==> config.mk <==
export PLATFORM = sky130hd
export DESIGN_NAME = ttc_conversion_ctrl
export DESIGN_NICKNAME = d
export VERILOG_FILES = /design/src/shared/ttc_pkg.sv /design/src/ttc_cfg_reg.sv /design/src/ttc_conversion_ctrl.sv /design/src/ttc_cycle_timer.sv
export SDC_FILE = /design/constraint.sdc
export NUM_CORES = 1
export LEC_CHECK = 0
export ABC_AREA = 1
export BUFFER_PORTS_ARGS = -buffer_cell sky130_fd_sc_hd__buf_2
export CAP_MARGIN = 20
export CORE_MARGIN = 2
export CORE_UTILIZATION = 40
export CTS_BUF_LIST = sky130_fd_sc_hd__clkbuf_4
export CTS_CLUSTER_DIAMETER = 200
export DETAILED_ROUTE_END_ITERATION = 10
export PLACE_DENSITY = 0.56
export SYNTH_ARGS = -nofsm -noshare
export SYNTH_HDL_FRONTEND = slang
export SYNTH_HIERARCHICAL = 1
export SYNTH_SLANG_ARGS = --single-unit
==> constraint.sdc <==
create_clock -name clk_in -period 3.7 [get_ports clk_in]
set_input_delay 0.37 -clock clk_in [delete_from_list [all_inputs] [get_ports clk_in]]
set_output_delay 0.37 -clock clk_in [all_outputs]
set_load 0.1 [all_outputs]
==> src/shared/ttc_pkg.sv <==
package ttc_pkg;

  // register pointers
  localparam logic [7:0] ADDR_STATUS    = 8'h08;
  localparam logic [7:0] ADDR_RUN_RANGE = 8'h09;
  localparam logic [7:0] ADDR_CHAN_EN   = 8'h0A;
  localparam logic [7:0] ADDR_RATE      = 8'h0B;
  localparam logic [7:0] ADDR_ONE_SHOT  = 8'h0F;

  // field positions
  localparam int BIT_BUSY       = 7;
  localparam int BIT_SHUTDOWN   = 6;
  localparam int BIT_RANGE      = 2;
  localparam int BIT_RES_CORR   = 2;
  localparam int BIT_LOCAL_EN   = 3;
  localparam int BIT_REMOTE1_EN = 4;
  localparam int BIT_REMOTE2_EN = 5;
  localparam int RATE_LSB       = 0;
  localparam int RATE_W         = 3;

  // values after reset and writable-bit masks
  localparam logic [7:0] RST_STATUS          = 8'h00;
  localparam logic [7:0] RST_RUN_RANGE       = 8'h00;
  localparam logic [7:0] RST_CHAN_EN_SINGLE  = 8'h1C;
  localparam logic [7:0] RST_CHAN_EN_DUAL    = 8'h3C;
  localparam logic [7:0] RST_RATE            = 8'h07;
  localparam logic [7:0] MASK_RUN_RANGE      = 8'h44;
  localparam logic [7:0] MASK_CHAN_EN_SINGLE = 8'h1C;
  localparam logic [7:0] MASK_CHAN_EN_DUAL   = 8'h3C;
  localparam logic [7:0] MASK_RATE           = 8'h07;
  localparam logic [2:0] RATE_MAX            = 3'h7;

  // channel codes in sequence order
  localparam logic [1:0] CH_LOCAL   = 2'h0;
  localparam logic [1:0] CH_REMOTE1 = 2'h1;
  localparam logic [1:0] CH_REMOTE2 = 2'h2;

  // times in ns and derived cycle counts at 50 MHz
  localparam int unsigned CLK_PERIOD_NS     = 20;
  localparam int unsigned T_FIRST_SINGLE_NS = 100_000;
  localparam int unsigned T_FIRST_DUAL_NS   = 1_000_000;
  localparam int unsigned T_CONV_NS         = 31_250_000;
  localparam int unsigned T_SEQ_FAST_NS     = 125_000_000;
  localparam int unsigned FIRST_SINGLE_CYC  = T_FIRST_SINGLE_NS / CLK_PERIOD_NS;
  localparam int unsigned FIRST_DUAL_CYC    = T_FIRST_DUAL_NS / CLK_PERIOD_NS;
  localparam int unsigned CONV_CYC          = T_CONV_NS / CLK_PERIOD_NS;
  localparam int unsigned SEQ_FAST_CYC      = T_SEQ_FAST_NS / CLK_PERIOD_NS;

  // sequencer states
  typedef enum logic [1:0] {
    ST_POWERUP,
    ST_CONVERT,
    ST_IDLE,
    ST_SHUTDOWN
  } ttc_state_t;

endpackage

==> src/ttc_cfg_reg.sv <==
`timescale 1ns/1ps
module ttc_cfg_reg #(
  parameter logic [7:0] ADDR        = 8'h00,
  parameter logic [7:0] RESET_VALUE = 8'h00,
  parameter logic [7:0] WRITE_MASK  = 8'hFF
) (
  // clock and reset
  input  wire logic       clk_in,
  input  wire logic       srst_in,
  // register port
  input  wire logic       wr_in,
  input  wire logic [7:0] addr_in,
  input  wire logic [7:0] wdata_in,
  output logic [7:0]      value_out
);

  logic [7:0] value_reg;

  // only writable bits are stored, reserved bits stay zero
  always_ff @(posedge clk_in) begin
    if (srst_in) begin
      value_reg <= RESET_VALUE;
    end else if (wr_in && (addr_in == ADDR)) begin
      value_reg <= wdata_in & WRITE_MASK;
    end
  end

  assign value_out = value_reg;

endmodule

==> src/ttc_conversion_ctrl.sv <==
// Behaviour
// - status at 08h is read only
// - status bit 7 shows conversion active
// - single variant starts converting within 100us
// - dual variant starts converting after 1ms
// - run/range register at 09h read/write
// - run bit clear means continuous conversions
// - shutdown waits for running sequence end
// - clearing shutdown resumes continuous conversions
// - one-shot write in shutdown converts once
// - bit 2 selects standard or extended range
// - channel enable register at 0Ah read/write
// - bit 2 enables correction, doubles remote time
// - bit 3 enables local channel
// - bit 4 enables remote channel one
// - bit 5 enables remote two, dual only
// - enable register resets 1Ch or 3Ch
// - order local, remote1, remote2, shutdown, idle
// - disabled channels skipped in sequence
// - rate register sets the period from one sequence start to the next
// - one-shot in idle starts sequence immediately
// - rate codes 0..7 double rate, reset 07h
// - one-shot ignored while converting, not stored
// - each finished measurement updates its result
`timescale 1ns/1ps
module ttc_conversion_ctrl #(
  parameter bit          DUAL_REMOTE  = 1'b0,
  parameter int unsigned FIRST_CYC    = DUAL_REMOTE ? ttc_pkg::FIRST_DUAL_CYC
                                                    : ttc_pkg::FIRST_SINGLE_CYC,
  parameter int unsigned CONV_CYC     = ttc_pkg::CONV_CYC,
  parameter int unsigned SEQ_FAST_CYC = ttc_pkg::SEQ_FAST_CYC
) (
  // clock and reset
  input  wire logic       clk_in,
  input  wire logic       srst_in,
  // register port
  input  wire logic [7:0] reg_addr_in,
  input  wire logic       reg_wr_in,
  input  wire logic [7:0] reg_wdata_in,
  input  wire logic       reg_rd_in,
  output logic [7:0]      reg_rdata_out,
  // converter control
  output logic            conv_active_out,
  output logic [1:0]      conv_channel_out,
  output logic            series_res_correct_en_out,
  output logic            range_extended_out,
  // result update strobe
  output logic            result_update_out,
  output logic [1:0]      result_channel_out
);

  localparam logic [7:0] CHAN_RST  = DUAL_REMOTE ? ttc_pkg::RST_CHAN_EN_DUAL
                                                 : ttc_pkg::RST_CHAN_EN_SINGLE;
  localparam logic [7:0] CHAN_MASK = DUAL_REMOTE ? ttc_pkg::MASK_CHAN_EN_DUAL
                                                 : ttc_pkg::MASK_CHAN_EN_SINGLE;

  ttc_pkg::ttc_state_t state_reg;
  ttc_pkg::ttc_state_t state_next;
  logic [7:0]  run_range_cfg;
  logic [7:0]  channel_enable_cfg;
  logic [7:0]  sequence_rate;
  logic [1:0]  ch_reg;
  logic [1:0]  ch_next;
  logic        oneshot_reg;
  logic        oneshot_next;
  logic        busy_reg;
  logic        upd_reg;
  logic        upd_next;
  logic [1:0]  upd_ch_reg;
  logic        conv_load;
  logic        period_load;
  logic        start_seq;
  logic        conv_expired;
  logic        period_expired;
  logic [31:0] conv_value;
  logic [31:0] period_value;
  logic [2:0]  chan_en;
  logic [2:0]  start_pick;
  logic [2:0]  next_pick;
  logic [7:0]  rdata_reg;
  logic        shutdown_request;
  logic        local_channel_en;
  logic        remote1_channel_en;
  logic        remote2_channel_en;
  logic        series_res_correct_en;
  logic        oneshot_wr;

  // first enabled channel at or after the given slot
  function automatic logic [2:0] pick_channel(input logic [2:0] en, input logic [1:0] from);
    logic [2:0] pick;
    pick = 3'h0;
    for (int i = 2; i >= 0; i--) begin
      if (en[i] && (from <= 2'(i))) begin
        pick = {1'b1, 2'(i)};
      end
    end
    return pick;
  endfunction

  // writable configuration registers
  ttc_cfg_reg #(
    .ADDR        (ttc_pkg::ADDR_RUN_RANGE),
    .RESET_VALUE (ttc_pkg::RST_RUN_RANGE),
    .WRITE_MASK  (ttc_pkg::MASK_RUN_RANGE)
  ) u_run_range (
    .clk_in    (clk_in),
    .srst_in   (srst_in),
    .wr_in     (reg_wr_in),
    .addr_in   (reg_addr_in),
    .wdata_in  (reg_wdata_in),
    .value_out (run_range_cfg)
  );

  ttc_cfg_reg #(
    .ADDR        (ttc_pkg::ADDR_CHAN_EN),
    .RESET_VALUE (CHAN_RST),
    .WRITE_MASK  (CHAN_MASK)
  ) u_chan_en (
    .clk_in    (clk_in),
    .srst_in   (srst_in),
    .wr_in     (reg_wr_in),
    .addr_in   (reg_addr_in),
    .wdata_in  (reg_wdata_in),
    .value_out (channel_enable_cfg)
  );

  ttc_cfg_reg #(
    .ADDR        (ttc_pkg::ADDR_RATE),
    .RESET_VALUE (ttc_pkg::RST_RATE),
    .WRITE_MASK  (ttc_pkg::MASK_RATE)
  ) u_rate (
    .clk_in    (clk_in),
    .srst_in   (srst_in),
    .wr_in     (reg_wr_in),
    .addr_in   (reg_addr_in),
    .wdata_in  (reg_wdata_in),
    .value_out (sequence_rate)
  );

  // decoded control fields
  assign shutdown_request      = run_range_cfg[ttc_pkg::BIT_SHUTDOWN];
  assign local_channel_en      = channel_enable_cfg[ttc_pkg::BIT_LOCAL_EN];
  assign remote1_channel_en    = channel_enable_cfg[ttc_pkg::BIT_REMOTE1_EN];
  assign remote2_channel_en    = channel_enable_cfg[ttc_pkg::BIT_REMOTE2_EN];
  assign series_res_correct_en = channel_enable_cfg[ttc_pkg::BIT_RES_CORR];
  assign chan_en               = {remote2_channel_en, remote1_channel_en, local_channel_en};
  assign oneshot_wr            = reg_wr_in && (reg_addr_in == ttc_pkg::ADDR_ONE_SHOT);
  assign start_pick            = pick_channel(chan_en, ttc_pkg::CH_LOCAL);
  assign next_pick             = pick_channel(chan_en, ch_reg + 2'h1);

  // conversion time per channel, halved on remotes without correction
  always_comb begin
    conv_value = 32'(CONV_CYC - 1); // timer also spends a cycle at zero
    if ((ch_next != ttc_pkg::CH_LOCAL) && !series_res_correct_en) begin
      conv_value = 32'((CONV_CYC / 2) - 1);
    end
  end

  // sequence period from the rate code, one less for the cycle spent at zero
  assign period_value = (32'(SEQ_FAST_CYC) << (ttc_pkg::RATE_MAX - sequence_rate[2:0]))
                        - 32'h0000_0001;

  // conversion timer doubles as power-up delay
  ttc_cycle_timer #(
    .W           (32),
    .RESET_COUNT (32'(FIRST_CYC))
  ) u_conv_timer (
    .clk_in        (clk_in),
    .srst_in       (srst_in),
    .load_in       (conv_load),
    .load_value_in (conv_value),
    .expired_out   (conv_expired)
  );

  // period timer runs from each sequence start
  ttc_cycle_timer #(
    .W           (32),
    .RESET_COUNT (32'h0000_0000)
  ) u_period_timer (
    .clk_in        (clk_in),
    .srst_in       (srst_in),
    .load_in       (period_load),
    .load_value_in (period_value),
    .expired_out   (period_expired)
  );

  // sequencer next state
  always_comb begin
    state_next   = state_reg;
    ch_next      = ch_reg;
    oneshot_next = oneshot_reg;
    conv_load    = 1'b0;
    period_load  = 1'b0;
    upd_next     = 1'b0;
    start_seq    = 1'b0;
    case (state_reg)
      ttc_pkg::ST_POWERUP: begin
        if (conv_expired) begin
          if (shutdown_request) begin
            state_next = ttc_pkg::ST_SHUTDOWN;
          end else begin
            start_seq = 1'b1;
          end
        end
      end
      ttc_pkg::ST_CONVERT: begin
        if (conv_expired) begin
          upd_next = 1'b1;
          if (next_pick[2]) begin
            ch_next   = next_pick[1:0];
            conv_load = 1'b1;
          end else if (shutdown_request || oneshot_reg) begin
            state_next   = ttc_pkg::ST_SHUTDOWN;
            oneshot_next = 1'b0;
          end else begin
            state_next = ttc_pkg::ST_IDLE;
          end
        end
      end
      ttc_pkg::ST_IDLE: begin
        if (shutdown_request) begin
          state_next = ttc_pkg::ST_SHUTDOWN;
        end else if (oneshot_wr || period_expired) begin
          start_seq = 1'b1;
        end
      end
      ttc_pkg::ST_SHUTDOWN: begin
        if (!shutdown_request) begin
          start_seq = 1'b1;
        end else if (oneshot_wr) begin
          start_seq    = 1'b1;
          oneshot_next = 1'b1;
        end
      end
      default: begin
        state_next = ttc_pkg::ST_POWERUP;
      end
    endcase
    if (start_seq) begin
      period_load = 1'b1;
      if (start_pick[2]) begin
        state_next = ttc_pkg::ST_CONVERT;
        ch_next    = start_pick[1:0];
        conv_load  = 1'b1;
      end else begin
        state_next   = oneshot_next ? ttc_pkg::ST_SHUTDOWN : ttc_pkg::ST_IDLE;
        oneshot_next = 1'b0;
      end
    end
  end

  // sequencer state
  always_ff @(posedge clk_in) begin
    if (srst_in) begin
      state_reg   <= ttc_pkg::ST_POWERUP;
      ch_reg      <= ttc_pkg::CH_LOCAL;
      oneshot_reg <= 1'b0;
    end else begin
      state_reg   <= state_next;
      ch_reg      <= ch_next;
      oneshot_reg <= oneshot_next;
    end
  end

  // converter outputs
  always_ff @(posedge clk_in) begin
    if (srst_in) begin
      busy_reg <= 1'b0;
    end else begin
      busy_reg <= (state_next == ttc_pkg::ST_CONVERT);
    end
  end

  // result update strobe
  always_ff @(posedge clk_in) begin
    if (srst_in) begin
      upd_reg    <= 1'b0;
      upd_ch_reg <= ttc_pkg::CH_LOCAL;
    end else begin
      upd_reg <= upd_next;
      if (upd_next) begin
        upd_ch_reg <= ch_reg;
      end
    end
  end

  // register read data
  always_ff @(posedge clk_in) begin
    if (srst_in) begin
      rdata_reg <= 8'h00;
    end else if (reg_rd_in) begin
      case (reg_addr_in)
        ttc_pkg::ADDR_STATUS:    rdata_reg <= {busy_reg, 7'h00};
        ttc_pkg::ADDR_RUN_RANGE: rdata_reg <= run_range_cfg;
        ttc_pkg::ADDR_CHAN_EN:   rdata_reg <= channel_enable_cfg;
        ttc_pkg::ADDR_RATE:      rdata_reg <= sequence_rate;
        default:                 rdata_reg <= 8'h00;
      endcase
    end
  end

  // outputs
  assign reg_rdata_out             = rdata_reg;
  assign conv_active_out           = busy_reg;
  assign conv_channel_out          = ch_reg;
  assign series_res_correct_en_out = series_res_correct_en;
  assign range_extended_out        = run_range_cfg[ttc_pkg::BIT_RANGE];
  assign result_update_out         = upd_reg;
  assign result_channel_out        = upd_ch_reg;

  logic [15:0] since_rst_reg;
  logic        touched_reg;

  // helper: cycles since reset and any host write
  always_ff @(posedge clk_in) begin
    if (srst_in) begin
      since_rst_reg <= 16'h0000;
      touched_reg   <= 1'b0;
    end else begin
      if (since_rst_reg != 16'hFFFF) begin
        since_rst_reg <= since_rst_reg + 16'h0001;
      end
      if (reg_wr_in) begin
        touched_reg <= 1'b1;
      end
    end
  end
endmodule

==> src/ttc_cycle_timer.sv <==
`timescale 1ns/1ps
module ttc_cycle_timer #(
  parameter int              W           = 32,
  parameter logic [W-1:0]    RESET_COUNT = '0
) (
  // clock and reset
  input  wire logic         clk_in,
  input  wire logic         srst_in,
  // load and status
  input  wire logic         load_in,
  input  wire logic [W-1:0] load_value_in,
  output logic              expired_out
);

  logic [W-1:0] count_reg;

  // down counter, stops at zero
  always_ff @(posedge clk_in) begin
    if (srst_in) begin
      count_reg <= RESET_COUNT;
    end else if (load_in) begin
      count_reg <= load_value_in;
    end else if (count_reg != '0) begin
      count_reg <= count_reg - 1'b1;
    end
  end

  assign expired_out = (count_reg == '0);

endmodule

==> run metrics <==
CTS tree=done; instance count on the critical path=22; Die Width=130.6 µm; WP data required=4.11 ns; number of flip-flops and latches in the synthesized netlist=89; final HPWL from detailed placement=12530 µm; register area share after synthesis=0.2780; # Post-CTS Setup Buffers=0; clock period minus final worst setup slack=3.017 ns; Resize count post-CTS=0; mapped cell area=0.006409 mm²; chain of cells forming the critical path=inv_1 -> ha_1 -> nand2_2 -> nor2_4 -> nand2_2 -> nor2_1 -> nand2_1 -> nor2_2 -> inv_1 -> nor2_1 -> inv_1 -> o21ai_1 -> nand2_1 -> nand2_1 -> nand2_1 -> nand2_1 -> nand2_1 -> nand2_1 -> nand2_1 -> o21ai_0 -> nand2_1 -> a21oi_1; P&R area growth vs syn=8.766%; post-cts hold buffer count=0; H-tree Lvls=3; post-synth cell types=41; Pint=2140 µW; die outline area=0.01705 mm²; data arrival time of the critical path=3.42 ns; share of the core filled with cells=0.4420; slowest stage cell, crit path=sky130_fd_sc_hd__dfxtp_1; mux contribution to synthesized area=0.001562; CP Max Fanout=6; post-DR vias/cell=4.641; xor and xnor area share after synthesis=0.03417; max-capacitance violation count=0; maximum clock frequency=0.3314 GHz; commonest cells after routing, fill and taps aside=sky130_fd_sc_hd__nand2_1, sky130_fd_sc_hd__nor2_1, sky130_fd_sc_hd__inv_1, sky130_fd_sc_hd__dfxtp_1, sky130_fd_sc_hd__nand3_1; number of fill cells in the layout=1740; simple-gate share of the synthesized area=0.4762; Vert. Die Dim=130.6 µm; Remaining Overflow, GRT=0; mean post-synth cell area=5.995 µm²; max incr delay on CP=0.35 ns; worst ir drop on vdd=0.0003340 V; Top FF cell, synth=sky130_fd_sc_hd__dfxtp_1; dominant combinational cell family by area after synthesis=simple AND/OR/NAND/NOR gates; slew at the pin closest to its max-slew limit=0.8936 ns; GRT Resource Usage Total=0.2065; share of flip-flops with an asynchronous set or reset=0; critical path startpoint category=register; First-pass DRT Iterations=5; switching portion of total power=0.4893; total number of vias=6224; Boundary Pins=36; Relative slew margins=0.3997; Total Wirelength=16620 µm; sequential share of power=0.304; final worst path period share=0.8154; number of cells on the worst reg-to-reg path=22; crit path buf inv count=3; Worst setup EP type=register; clock buffers created by TritonCTS=9; average wire per cell in the routed design=12.39 µm; unrepaired setup endpoints after global routing=false; part of the total power dissipated in combinational logic=0.548; latest clock arrival within the worst-skew pair=0.47 ns; total core area=0.01577 mm²; fraction of final layout cells sized beyond drive strength 1=0.1219; Placement Rows=46; leakage power=0.003319 µW; outcome=finished clean; RePlAce Congestion=0.8651; drt drc=0; most frequent standard cell in the layout excluding fill and tap cells=sky130_fd_sc_hd__nand2_1; global-route wire length before repair=27840 µm; Post-Synth Adder-Cell Area=0.009762; number of antenna violations at the first check in global routing=1; skew final=0.01681 ns; initial standard-cell utilization of the core=0.4064; clock sink count=89; compound-cell area share of the yosys netlist=0.09059; CTS Buffer Depth=2; count of cells along the worst hold path=3; Post-synth EDFFs=0; maximum number of pins on one net before global-route repair=52; IO buf count=33; net switching power=2051 µW; Hold Slack=0.1440 ns; Hold Fails Final Rpt=0; synthesized instance count=1069; Max Transition Viols Final=0; count of synthesis-stage warnings from yosys=6; worst setup path category=register to register; Post-layout nets=1144; clock edge transition at the registers on the reported setup and hold paths=0.14 ns; accumulated negative setup slack=0 ns; initial detailed-routing violation count=416; antenna-violating nets left=0; clock network power share=0.147; Worst Hold Class=input pin to register; via count of the first global-routing pass=5646; cell with the most instances on the worst path=sky130_fd_sc_hd__nand2_1; power density relative to cell area=601.2 mW/mm²; delay-heaviest family, CP=simple AND/OR/NAND/NOR gates; root buffer cell=sky130_fd_sc_hd__clkbuf_4; endpoints failing setup=0
==> worst register-to-register path, delay by kind of cell, from the launching register on <==
| kind | cells | cell delay, ns |
|---|---|---|
| and+or+nand+nor | 15 | 1.61 |
| AOI/OAI and AO/OA | 3 | 0.44 |
| adders and majority gates | 1 | 0.28 |
| DFF | 1 | 0.35 |
| buffers and inverters | 3 | 0.27 |
==> cells by family (layout without fill, tap and decap cells) <==
| group | after synthesis | in the layout |
|---|---|---|
| other | 5 | 46 |
| xor gates and xnor gates | 25 | 25 |
| buffers and inverters | 159 | 174 |
| AOI/OAI and AO/OA | 100 | 100 |
| muxes | 1 | 1 |
| and+or+nand+nor | 685 | 685 |
| adders and majority gates | 5 | 5 |
| DFF | 89 | 89 |
==> power groups by stage <==
stage          Combinational [µW]  Sequential (µW)  Clock [µW]
3_3_place_gp                 2270             1300           0
4_1_cts                      2290             1280         645
2_1_floorplan                1860             1250           0
5_1_grt                      2640             1300         677
3_5_place_dp                 2280             1300           0
6_report                     2300             1280         618
==> cell type report <==
type / count / area [µm²] / share of cell area
flip-flops and latches: 89 / 1782 / 0.2556
inverters: 119 / 447.9 / 0.06426
clock inverters: 7 / 85.08 / 0.01221
diodes: 1 / 2.502 / 0.0003590
well taps: 216 / 270.3 / 0.03877
clock buffers: 9 / 67.56 / 0.009693
repair buffers: 39 / 222.7 / 0.03195
multi-input cells: 861 / 4093 / 0.5871
==> cells in the mapped netlist, drive strengths merged, types with 2 or more instances <==
cell,n,area (µm²)
nand2,338,1316
o21bai,2,15.01
clkbuf,16,60.06
inv,116,435.4
xnor2,10,87.58
nand4,21,131.4
nor3,9,45.04
nor2,207,940.9
a21oi,54,322.8
o211ai,4,30.03
buf,24,176.4
conb,5,18.77
xor2,15,131.4
o21ai,37,188.9
nand3,91,488.0
ha,5,62.56
or2,13,81.33
clkinv,3,12.51
dfxtp,89,1782
nand3b,4,30.03
==> path summary, 6_finish.rpt <==
kind | startpoint | to | slack, ns
min reg2reg | result_channel_out[1]$_SDFFE_PP0P_ | result_channel_out[1]$_SDFFE_PP0P_ | 0.47
max | u_conv_timer/count_reg[0]$_SDFFE_PP0P_ | u_conv_timer/count_reg[1]$_SDFFE_PP0P_ | 0.68
min | reg_wdata_in[4] | u_chan_en/value_out[4]$_SDFFE_PP1P_ | 0.14
max reg2reg | u_conv_timer/count_reg[0]$_SDFFE_PP0P_ | u_conv_timer/count_reg[1]$_SDFFE_PP0P_ | 0.68
==> stage by stage <==
stage | setup slack, ns | area [µm²] | power, µW | cells
floorplan | 0.9714 | 6559 | 3108 | 1109
global placement | 0.6869 | 6815 | 3567 | 1324
detailed placement | 0.6867 | 6815 | 3578 | 1324
CTS | 0.6617 | 6968 | 4215 | 1340
global route | 0.3148 | 6970 | 4613 | 1341
finish | 0.6829 | 6970 | 4191 | 1341
==> metal layers <==
metal	vias to the layer above	wire (µm)	global-route usage
met5	-	0	0
met1	2696	8708	0.3012
li1	3403	-	-
met4	0	215	0.05820
met3	14	565	0.02362
met2	111	7130	0.3223
Power figures use the tool's default switching activity.
